`config.mk`:
```
export PLATFORM = sky130hd
export DESIGN_NAME = fcg_clock_gen
export DESIGN_NICKNAME = d
export VERILOG_FILES = /design/src/hdl/fcg_pkg.sv /design/src/hdl/fcg_clock_gen.sv
export SDC_FILE = /design/constraint.sdc
export NUM_CORES = 1
export LEC_CHECK = 0
export ABC_AREA = 1
export BUFFER_PORTS_ARGS = -buffer_cell sky130_fd_sc_hd__buf_2
export CAP_MARGIN = 20
export CORE_MARGIN = 4
export CORE_UTILIZATION = 51
export CTS_CLUSTER_SIZE = 10
export DETAILED_ROUTE_END_ITERATION = 16
export PLACE_DENSITY = 0.69
export SLEW_MARGIN = 20
export SYNTH_ARGS = -nofsm -noshare
export SYNTH_HDL_FRONTEND = slang
export SYNTH_SLANG_ARGS = --single-unit
```
`constraint.sdc`:
```
create_clock -name clk -period 4.8 [get_ports clk]
set_input_delay 0.72 -clock clk [delete_from_list [all_inputs] [get_ports clk]]
set_output_delay 0.72 -clock clk [all_outputs]
set_load 0.02 [all_outputs]
```
`src/hdl/fcg_pkg.sv`:
```
package fcg_pkg;

   localparam int CLK_MHZ = 40;
   localparam longint CLK_HZ = 40_000_000;

   // Clock mode field codes
   localparam logic [1:0] MODE_SCM = 2'h0;
   localparam logic [1:0] MODE_FEI = 2'h1;
   localparam logic [1:0] MODE_FBE = 2'h2;
   localparam logic [1:0] MODE_FEE = 2'h3;

   localparam logic [6:0] PRESCALE_LOW  = 7'h40;
   localparam logic [6:0] PRESCALE_HIGH = 7'h01;

   // Loop output range; the DCO level toggles at a quarter of the loop rate
   localparam longint DCO_MIN_HZ = 8_000_000;
   localparam longint DCO_MAX_HZ = 40_000_000;
   localparam logic [15:0] DCO_MIN_W =
      16'(DCO_MIN_HZ * 64'd16384 / CLK_HZ);
   localparam logic [15:0] DCO_MAX_W =
      16'(DCO_MAX_HZ * 64'd16384 / CLK_HZ);
   localparam logic [15:0] DCO_RESET_W = 16'h1000;
   // Filter word step per reference period, well inside the lock window
   localparam logic [15:0] DCO_STEP    = 16'h0100;

   localparam logic [15:0] LOCK_TOL     = 16'h0002;
   localparam logic [1:0]  LOCK_WINDOWS = 2'h3;

   // Internal reference: period = base + trim, about 243 kHz at mid trim
   localparam logic [8:0] INT_REF_BASE = 9'h024;
   localparam logic [7:0] TRIM_RESET   = 8'h80;

   // Debug local clock near 8 MHz: five cycles, three high
   localparam logic [2:0] DBG_PERIOD = 3'h5;
   localparam logic [2:0] DBG_HIGH   = 3'h3;

   localparam logic [15:0] RTI_HALF = 16'h4e20;

   localparam int REF_LOSS_NS = 100_000;
   localparam logic [11:0] REF_LOSS_CYC =
      12'(REF_LOSS_NS * CLK_MHZ / 1000);

   typedef enum logic [6:0] {
      S_OFF     = 7'h01,
      S_SCM     = 7'h02,
      S_FEI_UNL = 7'h04,
      S_FEI_LCK = 7'h08,
      S_FBE     = 7'h10,
      S_FEE_UNL = 7'h20,
      S_FEE_LCK = 7'h40
   } fcg_state_t;

   typedef struct packed {
      logic       high_gain_select;
      logic       range_high;
      logic       reference_type_select;
      logic [1:0] clock_mode_select;
   } fcg_cfg_t;

   typedef struct packed {
      logic       osc_enable;
      logic       high_gain_select;
      logic       range_high;
      logic       reference_type_select;
   } fcg_osc_t;

   typedef struct packed {
      logic       locked;
      logic       lost_lock;
      logic       ref_valid;
      logic       ext_blocked;
      fcg_state_t state;
   } fcg_status_t;

endpackage : fcg_pkg

```
`src/hdl/fcg_clock_gen.sv`:
```
`timescale 1ns/1ps
`default_nettype none
module fcg_clock_gen
   import fcg_pkg::*;
(
   input  wire logic        clk,
   input  wire logic        reset,
   input  wire logic        cfg_write,
   input  wire fcg_cfg_t    cfg_data,
   input  wire logic [2:0]  mult_select,
   input  wire logic [2:0]  post_div_select,
   input  wire logic        trim_write,
   input  wire logic [7:0]  trim_data,
   input  wire logic        stop_request,
   input  wire logic        loss_select,
   input  wire logic        loss_clear,
   input  wire logic        ext_ref_pin,
   output logic             gen_clock_out,
   output logic             loop_multiplied_clock,
   output logic             external_reference_clock,
   output logic             debug_local_clock,
   output logic             rti_clock,
   output logic             fixed_freq_enable,
   output logic             loss_reset_req,
   output logic             loss_irq,
   output logic [7:0]       internal_ref_trim,
   output fcg_osc_t         osc_ctl,
   output fcg_status_t      status
);

   typedef struct packed {
      fcg_state_t  state;
      logic [1:0]  mode;
      logic        cfg_done;
      logic        ext_blocked;
      logic        high_gain;
      logic        range_high;
      logic        ref_osc;
      logic [7:0]  trim;
      logic [2:0]  mult;
      logic [2:0]  post_div;
      logic [2:0]  ref_sync;
      logic        ref_lvl;
      logic [11:0] ref_tmr;
      logic        ref_valid;
      logic [8:0]  int_cnt;
      logic [2:0]  dbg_cnt;
      logic [15:0] rti_cnt;
      logic [15:0] dco_w;
      logic [15:0] dco_acc;
      logic        dco_prev;
      logic [15:0] edge_cnt;
      logic [1:0]  good_cnt;
      logic        lost_lock;
      logic [6:0]  div_cnt;
      logic        src_prev;
      logic        gen_out;
      logic        dbg_out;
      logic        rti_out;
      logic        ffe;
      logic        loss_rst;
      logic        loss_irq;
      logic        osc_en;
      logic        locked;
   } fcg_reg_t;

   fcg_reg_t r_reg;
   fcg_reg_t r_next;

   logic        ext_rise;
   logic        int_tick;
   logic        ref_tick;
   logic        ext_eng;
   logic        ext_mode;
   logic        engaged;
   logic        is_locked;
   logic        dco_lvl;
   logic        dco_rise;
   logic        src_lvl;
   logic        lock_lost;
   logic        clk_lost;
   logic        allow_ext;
   logic [6:0]  prescale;
   logic [15:0] target;
   logic [15:0] sum_acc;
   logic [7:0]  div_taps;

   always_comb begin
      r_next = r_reg;

      // Write-once configuration and mode request
      allow_ext = !(r_reg.cfg_done && r_reg.ext_blocked);
      if (cfg_write) begin
         if (!r_reg.cfg_done) begin
            r_next.cfg_done    = 1'b1;
            r_next.high_gain   = cfg_data.high_gain_select;
            r_next.range_high  = cfg_data.range_high;
            r_next.ref_osc     = cfg_data.reference_type_select;
            r_next.ext_blocked = !cfg_data.clock_mode_select[1];
         end
         if (allow_ext || !cfg_data.clock_mode_select[1]) begin
            r_next.mode = cfg_data.clock_mode_select;
         end
      end
      if (trim_write) begin
         r_next.trim = trim_data;
      end
      r_next.mult     = mult_select;
      r_next.post_div = post_div_select;

      // External reference: three stages, change taken when two agree
      r_next.ref_sync = {r_reg.ref_sync[1:0], ext_ref_pin};
      ext_rise = 1'b0;
      if (r_reg.ref_sync[1] == r_reg.ref_sync[2]) begin
         r_next.ref_lvl = r_reg.ref_sync[2];
         ext_rise = r_reg.ref_sync[2] && !r_reg.ref_lvl;
      end
      if (ext_rise) begin
         r_next.ref_tmr   = 12'h000;
         r_next.ref_valid = 1'b1;
      end else if (r_reg.ref_tmr == REF_LOSS_CYC) begin
         r_next.ref_valid = 1'b0;
      end else begin
         r_next.ref_tmr = r_reg.ref_tmr + 12'h001;
      end

      // Trimmable internal reference
      int_tick = (r_reg.int_cnt >= INT_REF_BASE + {1'b0, r_reg.trim});
      if (int_tick) begin
         r_next.int_cnt = 9'h001;
      end else begin
         r_next.int_cnt = r_reg.int_cnt + 9'h001;
      end

      // Debug local clock and separate real-time interrupt source
      if (r_reg.dbg_cnt == DBG_PERIOD - 3'h1) begin
         r_next.dbg_cnt = 3'h0;
      end else begin
         r_next.dbg_cnt = r_reg.dbg_cnt + 3'h1;
      end
      r_next.dbg_out = (r_reg.dbg_cnt < DBG_HIGH);
      if (r_reg.rti_cnt == RTI_HALF - 16'h0001) begin
         r_next.rti_cnt = 16'h0000;
         r_next.rti_out = !r_reg.rti_out;
      end else begin
         r_next.rti_cnt = r_reg.rti_cnt + 16'h0001;
      end

      // Digitally controlled oscillator, frozen in off mode
      dco_lvl  = r_reg.dco_acc[15];
      dco_rise = dco_lvl && !r_reg.dco_prev;
      sum_acc  = r_reg.dco_acc + r_reg.dco_w;
      if (r_reg.state != S_OFF) begin
         r_next.dco_acc  = sum_acc;
         r_next.dco_prev = dco_lvl;
      end

      ext_eng   = (r_reg.state == S_FEE_UNL) ||
                  (r_reg.state == S_FEE_LCK);
      ext_mode  = ext_eng || (r_reg.state == S_FBE);
      engaged   = ext_eng || (r_reg.state == S_FEI_UNL) ||
                  (r_reg.state == S_FEI_LCK);
      is_locked = (r_reg.state == S_FEI_LCK) ||
                  (r_reg.state == S_FEE_LCK);
      ref_tick  = ext_eng ? ext_rise : int_tick;

      if (ext_eng && !r_reg.range_high) begin
         prescale = PRESCALE_LOW;
      end else if (ext_eng) begin
         prescale = PRESCALE_HIGH;
      end else begin
         prescale = PRESCALE_LOW;
      end
      target = 16'(({13'h0000, r_reg.mult} + 16'h0001) *
                   {9'h000, prescale});

      // Frequency-locked loop: compare DCO edges per reference period
      lock_lost = 1'b0;
      if (!engaged) begin
         r_next.edge_cnt = 16'h0000;
         r_next.good_cnt = 2'h0;
      end else if (ref_tick) begin
         r_next.edge_cnt = 16'h0000;
         if (r_reg.edge_cnt + LOCK_TOL < target) begin
            r_next.good_cnt = 2'h0;
            lock_lost = is_locked;
            r_next.dco_w = (r_reg.dco_w > DCO_MAX_W - DCO_STEP) ?
                           DCO_MAX_W : r_reg.dco_w + DCO_STEP;
         end else if (r_reg.edge_cnt > target + LOCK_TOL) begin
            r_next.good_cnt = 2'h0;
            lock_lost = is_locked;
            r_next.dco_w = (r_reg.dco_w < DCO_MIN_W + DCO_STEP) ?
                           DCO_MIN_W : r_reg.dco_w - DCO_STEP;
         end else if (r_reg.good_cnt != LOCK_WINDOWS) begin
            r_next.good_cnt = r_reg.good_cnt + 2'h1;
         end
      end else if (dco_rise) begin
         r_next.edge_cnt = r_reg.edge_cnt + 16'h0001;
      end
      // Without reference ticks the filter word is left alone

      clk_lost = ext_mode && r_reg.ref_valid && !r_next.ref_valid;

      // Mode state machine
      unique case (r_reg.state)
         S_OFF: begin
            if (!stop_request) begin
               r_next.state = S_SCM;
            end
         end
         S_SCM, S_FBE, S_FEI_UNL, S_FEI_LCK,
         S_FEE_UNL, S_FEE_LCK: begin
            unique case (r_reg.mode)
               MODE_SCM: r_next.state = S_SCM;
               MODE_FEI: begin
                  if (r_reg.state != S_FEI_LCK) begin
                     r_next.state = S_FEI_UNL;
                  end
               end
               MODE_FBE: begin
                  r_next.state = r_reg.ref_valid ?
                                 S_FBE : S_SCM;
               end
               MODE_FEE: begin
                  if (!ext_eng) begin
                     r_next.state = r_reg.ref_valid ?
                                    S_FEE_UNL : S_SCM;
                  end
               end
            endcase
            if (r_next.state == S_FEI_UNL &&
                r_next.good_cnt == LOCK_WINDOWS) begin
               r_next.state = S_FEI_LCK;
            end
            if (r_next.state == S_FEE_UNL &&
                r_next.good_cnt == LOCK_WINDOWS) begin
               r_next.state = S_FEE_LCK;
            end
            if (lock_lost && r_reg.state == S_FEI_LCK) begin
               r_next.state = S_FEI_UNL;
            end
            if (lock_lost && r_reg.state == S_FEE_LCK) begin
               r_next.state = S_FEE_UNL;
            end
            if (stop_request) begin
               r_next.state = S_OFF;
            end
         end
         default: r_next.state = S_SCM;
      endcase

      r_next.locked = (r_next.state == S_FEI_LCK) ||
                      (r_next.state == S_FEE_LCK);
      r_next.osc_en = r_next.cfg_done && !r_next.ext_blocked;

      // Clock select and post-loop divider
      src_lvl = (r_reg.state == S_FBE) ? r_reg.ref_lvl : dco_lvl;
      div_taps = {r_reg.div_cnt, src_lvl};
      if (r_reg.state != S_OFF) begin
         r_next.src_prev = src_lvl;
         if (src_lvl && !r_reg.src_prev) begin
            r_next.div_cnt = r_reg.div_cnt + 7'h01;
         end
         r_next.gen_out = div_taps[r_reg.post_div];
      end
      // Off mode leaves gen_out at its last level

      r_next.ffe = ext_mode && ext_rise;

      // Sticky loss indications; a new event beats the clear
      if (lock_lost) begin
         r_next.lost_lock = 1'b1;
      end else if (loss_clear) begin
         r_next.lost_lock = 1'b0;
      end
      if ((lock_lost || clk_lost) && loss_select) begin
         r_next.loss_rst = 1'b1;
      end else if (loss_clear) begin
         r_next.loss_rst = 1'b0;
      end
      if ((lock_lost || clk_lost) && !loss_select) begin
         r_next.loss_irq = 1'b1;
      end else if (loss_clear) begin
         r_next.loss_irq = 1'b0;
      end
   end

   always_ff @(posedge clk) begin
      if (reset) begin
         r_reg           <= '0;
         r_reg.state     <= S_SCM;
         r_reg.mode      <= MODE_SCM;
         r_reg.trim      <= TRIM_RESET;
         r_reg.dco_w     <= DCO_RESET_W;
         r_reg.int_cnt   <= 9'h001;
      end else begin
         r_reg <= r_next;
      end
   end

   assign gen_clock_out            = r_reg.gen_out;
   assign loop_multiplied_clock    = r_reg.dco_acc[15];
   assign external_reference_clock = r_reg.ref_lvl;
   assign debug_local_clock        = r_reg.dbg_out;
   assign rti_clock                = r_reg.rti_out;
   assign fixed_freq_enable        = r_reg.ffe;
   assign loss_reset_req           = r_reg.loss_rst;
   assign loss_irq                 = r_reg.loss_irq;
   assign internal_ref_trim        = r_reg.trim;

   // Oscillator pins are only claimed when external modes stay open
   assign osc_ctl.osc_enable = r_reg.osc_en;
   assign osc_ctl.high_gain_select      = r_reg.high_gain;
   assign osc_ctl.range_high            = r_reg.range_high;
   assign osc_ctl.reference_type_select = r_reg.ref_osc;

   assign status.locked      = r_reg.locked;
   assign status.lost_lock   = r_reg.lost_lock;
   assign status.ref_valid   = r_reg.ref_valid;
   assign status.ext_blocked = r_reg.ext_blocked;
   assign status.state       = r_reg.state;

endmodule : fcg_clock_gen
`default_nettype wire

```
== Word level (Yosys, flattened, before mapping) ==
Cells that the tools add are included.
Widths: inputs -> output; s select.
Cells by class
  reductions and logical operators: 48
  muxes and demuxes: 42
  order comparisons: 7
  add/subtract/negate cells: 14
  bitwise gates (word level): 2
  equal/unequal tests: 22
  multipliers: 1
Operators by type and width (count)
  $mux 7: 12
  $mux 16: 4
  $add 16x1->16 const B: 2
  $pmux 7 s4: 1
  $add 16x16->16: 1
  $add 16x2->16 const B: 1
  $add 16x9->16 const B: 1
  $eq 16x15->1 const B: 1
  $gt 16x12->1: 1
  $gt 16x14->1 const B: 1
  $lt 16x11->1: 1
  $lt 16x12->1 const B: 1
  $sub 16x9->16 const B: 1
  $logic_and 1x1->1: 15
  $eq 7x3->1 const B: 2
  $eq 7x4->1 const B: 2
  $eq 7x6->1 const B: 2
  $eq 7x7->1 const B: 2
  $mux 1: 14
  $pmux 7 s2: 1
  $add 11x2->12 const B: 1
  $add 12x1->12 const B: 1
  $eq 12x12->1 const B: 1
  $mul 4x7->11: 1
  34 further kinds: 66
Storage, ports and cells
  output and inout port bits: 31
  logic and storage cells: 169
  bits of input ports: 27
  register bits: 141

== Longest topological paths before layout ==
  depth after elaboration: 24
  gate-level depth with buffers: 28
  depth with buffers taken out: 28

== Least setup slack after synthesis ==
Ideal clock, no wire load.
  kind: flip-flop to flip-flop
  start point: register r_reg, in the netlist status[1]
  end point: register r_reg, in the netlist status[10]
  slack: 2.087 ns
  buffers on the path: 0
  data required time: 4.668 ns
  library setup time: 0.132 ns
  cell stages (with the launch flop): 29
  period minus slack after synthesis: 2.713 ns
  arrival: 2.581 ns
  path through: dfxtp_1 -> inv_2 -> nand2_2 -> inv_2 -> nand2_2 -> a21oi_4 -> nand2_1 -> nor2_1 -> ha_1 -> nor2_1 -> nor2_1 -> inv_1 -> or2_2 -> nand2_1 -> nand2_1 -> nand2_1 -> nand2_1 -> nand2_1 -> nand2_1 -> nand2_1 -> nand2_2 -> nand2_2 -> nand3_4 -> inv_4 -> o21ai_2 -> nand2_1 -> inv_2 -> nand2_1 -> a21oi_2
Between the ends
  cells in the longest elaborated chain, start to end: 24
  elaborated cells between the ends (all ways): 51
  classes of those cells: 1 x add/sub; 1 x mul; 2 x order compare; 13 x eq/ne; 23 x mux; 11 x reduce/logical
Ends and longest elaborated chain
  from (decl): RTL line fcg_clock_gen.sv:67  | fcg_reg_t r_reg;
  from (signal assigned): RTL line fcg_clock_gen.sv:297  | r_reg <= r_next;
  $eq 7x6->1 / $eq 7x7->1 (equally long branches)
  $logic_or 1x1->1: RTL line fcg_clock_gen.sv:158  | ext_eng = (r_reg.state == S_FEE_UNL) ||
  $mux 7 / $logic_and 1x1->1 (equally long branches): RTL line fcg_clock_gen.sv:169, fcg_clock_gen.sv:167
  $mux 7: RTL line fcg_clock_gen.sv:167  | if (ext_eng && !r_reg.range_high) begin
  $mul 4x7->11: RTL line fcg_clock_gen.sv:174  | target = 16'(({13'h0000, r_reg.mult} + 16'h0001) *
  $add 11x2->12: RTL line fcg_clock_gen.sv:189  | end else if (r_reg.edge_cnt > target + LOCK_TOL) begin
  $gt 16x12->1: RTL line fcg_clock_gen.sv:189
  $mux 2: RTL line fcg_clock_gen.sv:189
  [8 not listed]
  $logic_and 1x1->1: RTL line fcg_clock_gen.sv:235  | if (r_next.state == S_FEE_UNL &&
  $mux 7: RTL line fcg_clock_gen.sv:235
  $mux 7: RTL line fcg_clock_gen.sv:239  | if (lock_lost && r_reg.state == S_FEI_LCK) begin
  $mux 7: RTL line fcg_clock_gen.sv:242  | if (lock_lost && r_reg.state == S_FEE_LCK) begin
  $mux 7: RTL line fcg_clock_gen.sv:245  | if (stop_request) begin
  $pmux 7 s2 *: RTL line fcg_clock_gen.sv:205  | unique case (r_reg.state)
  $eq 7x4->1 / $eq 7x7->1 (equally long branches): RTL line fcg_clock_gen.sv:252, fcg_clock_gen.sv:253
  $logic_or 1x1->1 *: RTL line fcg_clock_gen.sv:252  | r_next.locked = (r_next.state == S_FEI_LCK) ||
Every way passes the cells marked *; elsewhere a longest branch is shown, timed or not. The select of a mux whose other input is x is not followed.
A chain may end at the register's enable or synchronous reset.

== Worst setup path in the final report ==
  start point: register r_reg, in the netlist status[3]
  end point: register r_reg, in the netlist status[10]
Same word-level chain as after synthesis.

==> impl_metrics.tcl <==
set metrics [dict create \
    status "complete, no violations" \
    dr_total_vias 6396 \
    cellLeakagePower_nw 3.70 \
    p_sw_uw 689 \
    setup_tns_ns 0 \
    synth.ff_latch_count 132 \
    setup_repair_after_global_routing_missed_its_margin "no" \
    hold_path_end "r_reg[87]" \
    yosys.cell_types.count 56 \
    path_class "reg -> reg" \
    clkSinkCount 132 \
    cts.path.max_buffers 2 \
    maxClockFrequency_mhz 298 \
    cp-start-kind "register" \
    top_cells_by_area_in_the_synthesized_netlist "dfxtp_1 (35%), nand2_1 (8.1%), ha_1 (8.0%)" \
    final_common_cell "nand2_1" \
    finalMaxSlewViolations 0 \
    final_cycle_utilization_of_the_critical_path_pct 69.9 \
    hp-start "r_reg[87]" \
    critical-path-top-cell-by-count "nand2_1" \
    power.density_cell_area_nw_per_um2 324 \
    nets 1141 \
    worst_ep_required_time_ns 5.08 \
    design.core.area_um2 14500 \
    drt_pre_antenna_iters 6 \
    report.final.setup_viol 0 \
    post_synth.cell_area_avg_um2 7.33 \
    drt-wirelength-per-cell_um 12.7 \
    postLayoutCellArea_um2 8420 \
    finClkSkew_ns 0.00794 \
    wirelength_mm 16.0 \
    power_frac_clock_pct 49.0 \
    gpl.final_weighted_congestion 0.903 \
    slew_headroom_pct 42.8 \
    r2r_setup_slack_ns 1.44 \
    globalRouteOverflowTotal 0 \
    port_buffers 57 \
    critical_path.slowest_cell "dfxtp_1" \
    cts_hold_repair.buffers 0 \
    post_cts_buffers 0 \
    fp.dieW_um 130 \
    placementRows 44 \
    vias_per_cell 5.07 \
    tritoncts "yes" \
    largest_register_ff_count 92 \
    share_of_layout_cells_above_drive_strength_1_pct 13.8 \
    synthToLayoutAreaGrowth_pct 11.8 \
    number_of_antenna_violations_at_the_first_check_in_global_routing 0 \
    worst_setup_hold_path_clk_slew_ns 0.06 \
    hold_violations 0 \
    grt_pass1_wl_mm 27.5 \
    reg2reg_to "status[10]" \
    insertedDiodeCount 0 \
    clk_latency_ns 0.42 \
    iteration_0_drc_markers 330 \
    r2r.worst_path.cells 28 \
    synthCells 1027 \
    post_layout_nonfiller_instances 1262 \
    internal_power_mw 2.04 \
    max-cap-violations 0 \
    io_pins 58 \
    post_synth_edffs 0 \
    hold_path_depth 1 \
    async_flop_share_pct 0 \
    worst_slew_pin_slew_ns 0.851 \
    critPathMaxStageDelay_ns 0.34 \
    switch_share_pct 25.3 \
    post-route-util_pct 58.2 \
    post_synthesis_cell_type_with_the_largest_combined_area "dfxtp_1" \
    number_of_buffers_created_by_cts 17 \
    ant_nets 0 \
    remaining_drc_errors 0 \
    power.ir.vdd_worst_v 0.000261 \
    starting_utilization_of_the_core_area_pct 52.0 \
    synth_ff_type "dfxtp_1" \
    period_needed_ns 3.36 \
    mappedNetlistArea_um2 7530 \
    number_of_global_route_vias_before_repair 6011 \
    synth_warn 0 \
    dieArea_um2 16800 \
    worst_setup_path_end_kind "register" \
    cts_resized 0 \
    grt_start_max_net_pins 47 \
    power_frac_seq_pct 42.7 \
    n_fill_cell 1354 \
    most-common-layout-cells "nand2_1 (162), dfxtp_1 (132), inv_1 (131)" \
    comb_power_share_pct 8.3 \
    whs_ns 0.428 \
    timing.critical_path.arrival_ns 3.63 \
    launching_point_of_the_worst_reg2reg_path "status[3]" \
    hpwl_mm 11.8 \
    synth_seq_area_share_pct 35.1 \
    cts-root-buf "clkbuf_16" \
    chipHeight_um 130 \
    min_path_type "reg -> reg" \
    grt.total_usage_pct 20.1 \
    yosysTopAreaCellShare_pct 35.1 \
    layout_setup_ws_ns 1.44 \
    placed_cells 1230 \
    cts_max_level 4 \
    post_dp_cell_area_um2 7820 \
    path_max_fanout 12 \
    power_mw 2.73 \
    placement.setup.worst_slack_ns 1.46 \
    syn_nets 1103 \
]
## critical path: cells and delay by family, from the launching register on
family	cells	cell delay, ns
simple gates	19	1.93
buf+inv	5	0.39
compound gates	3	0.39
flops	1	0.34
fa+ha+maj	1	0.15
## layout make-up
class / count / area, um^2 / share of cell area [%]
Tap cell: 184 / 230 / 2.73
Clock buffer: 17 / 425 / 5.05
Timing Repair Buffer: 59 / 300 / 3.57
Clock inverter: 15 / 179 / 2.12
Inverter: 145 / 547 / 6.49
Multi-Input combinational cell: 710 / 4100 / 48.7
Sequential cell: 132 / 2640 / 31.4
## cells in the mapped netlist, types with 2 or more instances
cell and count:
nand2_1 162, dfxtp_1 132, inv_1 131, nor2_1 123, a21oi_1 83, o21ai_0 73
ha_1 48, nand3_1 36, xor2_1 33, buf_4 23, nor3_1 18, nand4_1 15
clkbuf_1 14, xnor2_1 14, inv_2 12, nand2_2 10, o21bai_1 9, nor4_1 8
or2_2 8, a31oi_1 6, a211oi_1 5, nor3b_1 5, nand3_2 4, o21ai_1 4
a21oi_2 3, nor2_2 3, nor2_4 3, and2_1 2, and3_1 2, buf_6 2
nand2_4 2, nand3_4 2, nand3b_1 2, nor3_4 2, o211ai_1 2, o21a_1 2
o21ai_2 2, o22ai_1 2, o31ai_1 2, o41ai_1 2
## power groups by stage
stage                     Combinational, mW  Sequential [mW]  Clock, mW
after floorplan                       0.181             1.18          0
after global placement                0.222             1.19          0
after detailed placement              0.226             1.19          0
after CTS                             0.228             1.16       1.36
after global routing                  0.257             1.17       1.42
final                                 0.226             1.16       1.34
## layer usage
| layer | part of all wire (%) | vias up | track usage [%] |
|---|---|---|---|
| met4 | 1.9 | 0 | 6.78 |
| li1 | - | 3419 | - |
| met1 | 48 | 2843 | 26.3 |
| met5 | 0 | - | 0 |
| met3 | 4.3 | 23 | 4.86 |
| met2 | 45 | 111 | 32.7 |
## worst max-delay path by stage
| stage | slack, ns | from | endpoint | cells after the start |
|---|---|---|---|---|
| after floorplan | 2.09 | status[1] | status[10] | 28 |
| after global placement | 1.57 | status[1] | status[10] | 28 |
| after detailed placement | 1.46 | status[3] | status[10] | 28 |
| after CTS | 1.45 | status[3] | status[10] | 28 |
| after global routing | 1.02 | status[3] | status[10] | 28 |
| final | 1.44 | status[3] | status[10] | 28 |
## kinds of logic after synthesis
kind of cell	Yosys count	synth area share, %
AO/OA/AOI/OAI	201	15.0
AND/OR/NAND/NOR	412	25.6
buffers and inverters	185	10.6
XOR/XNOR	47	5.47
other	1	0.0498
flip-flops	132	35.1
adder cells (fa/ha/maj)	49	8.24
No activity file was read; power rests on OpenSTA's default activity.
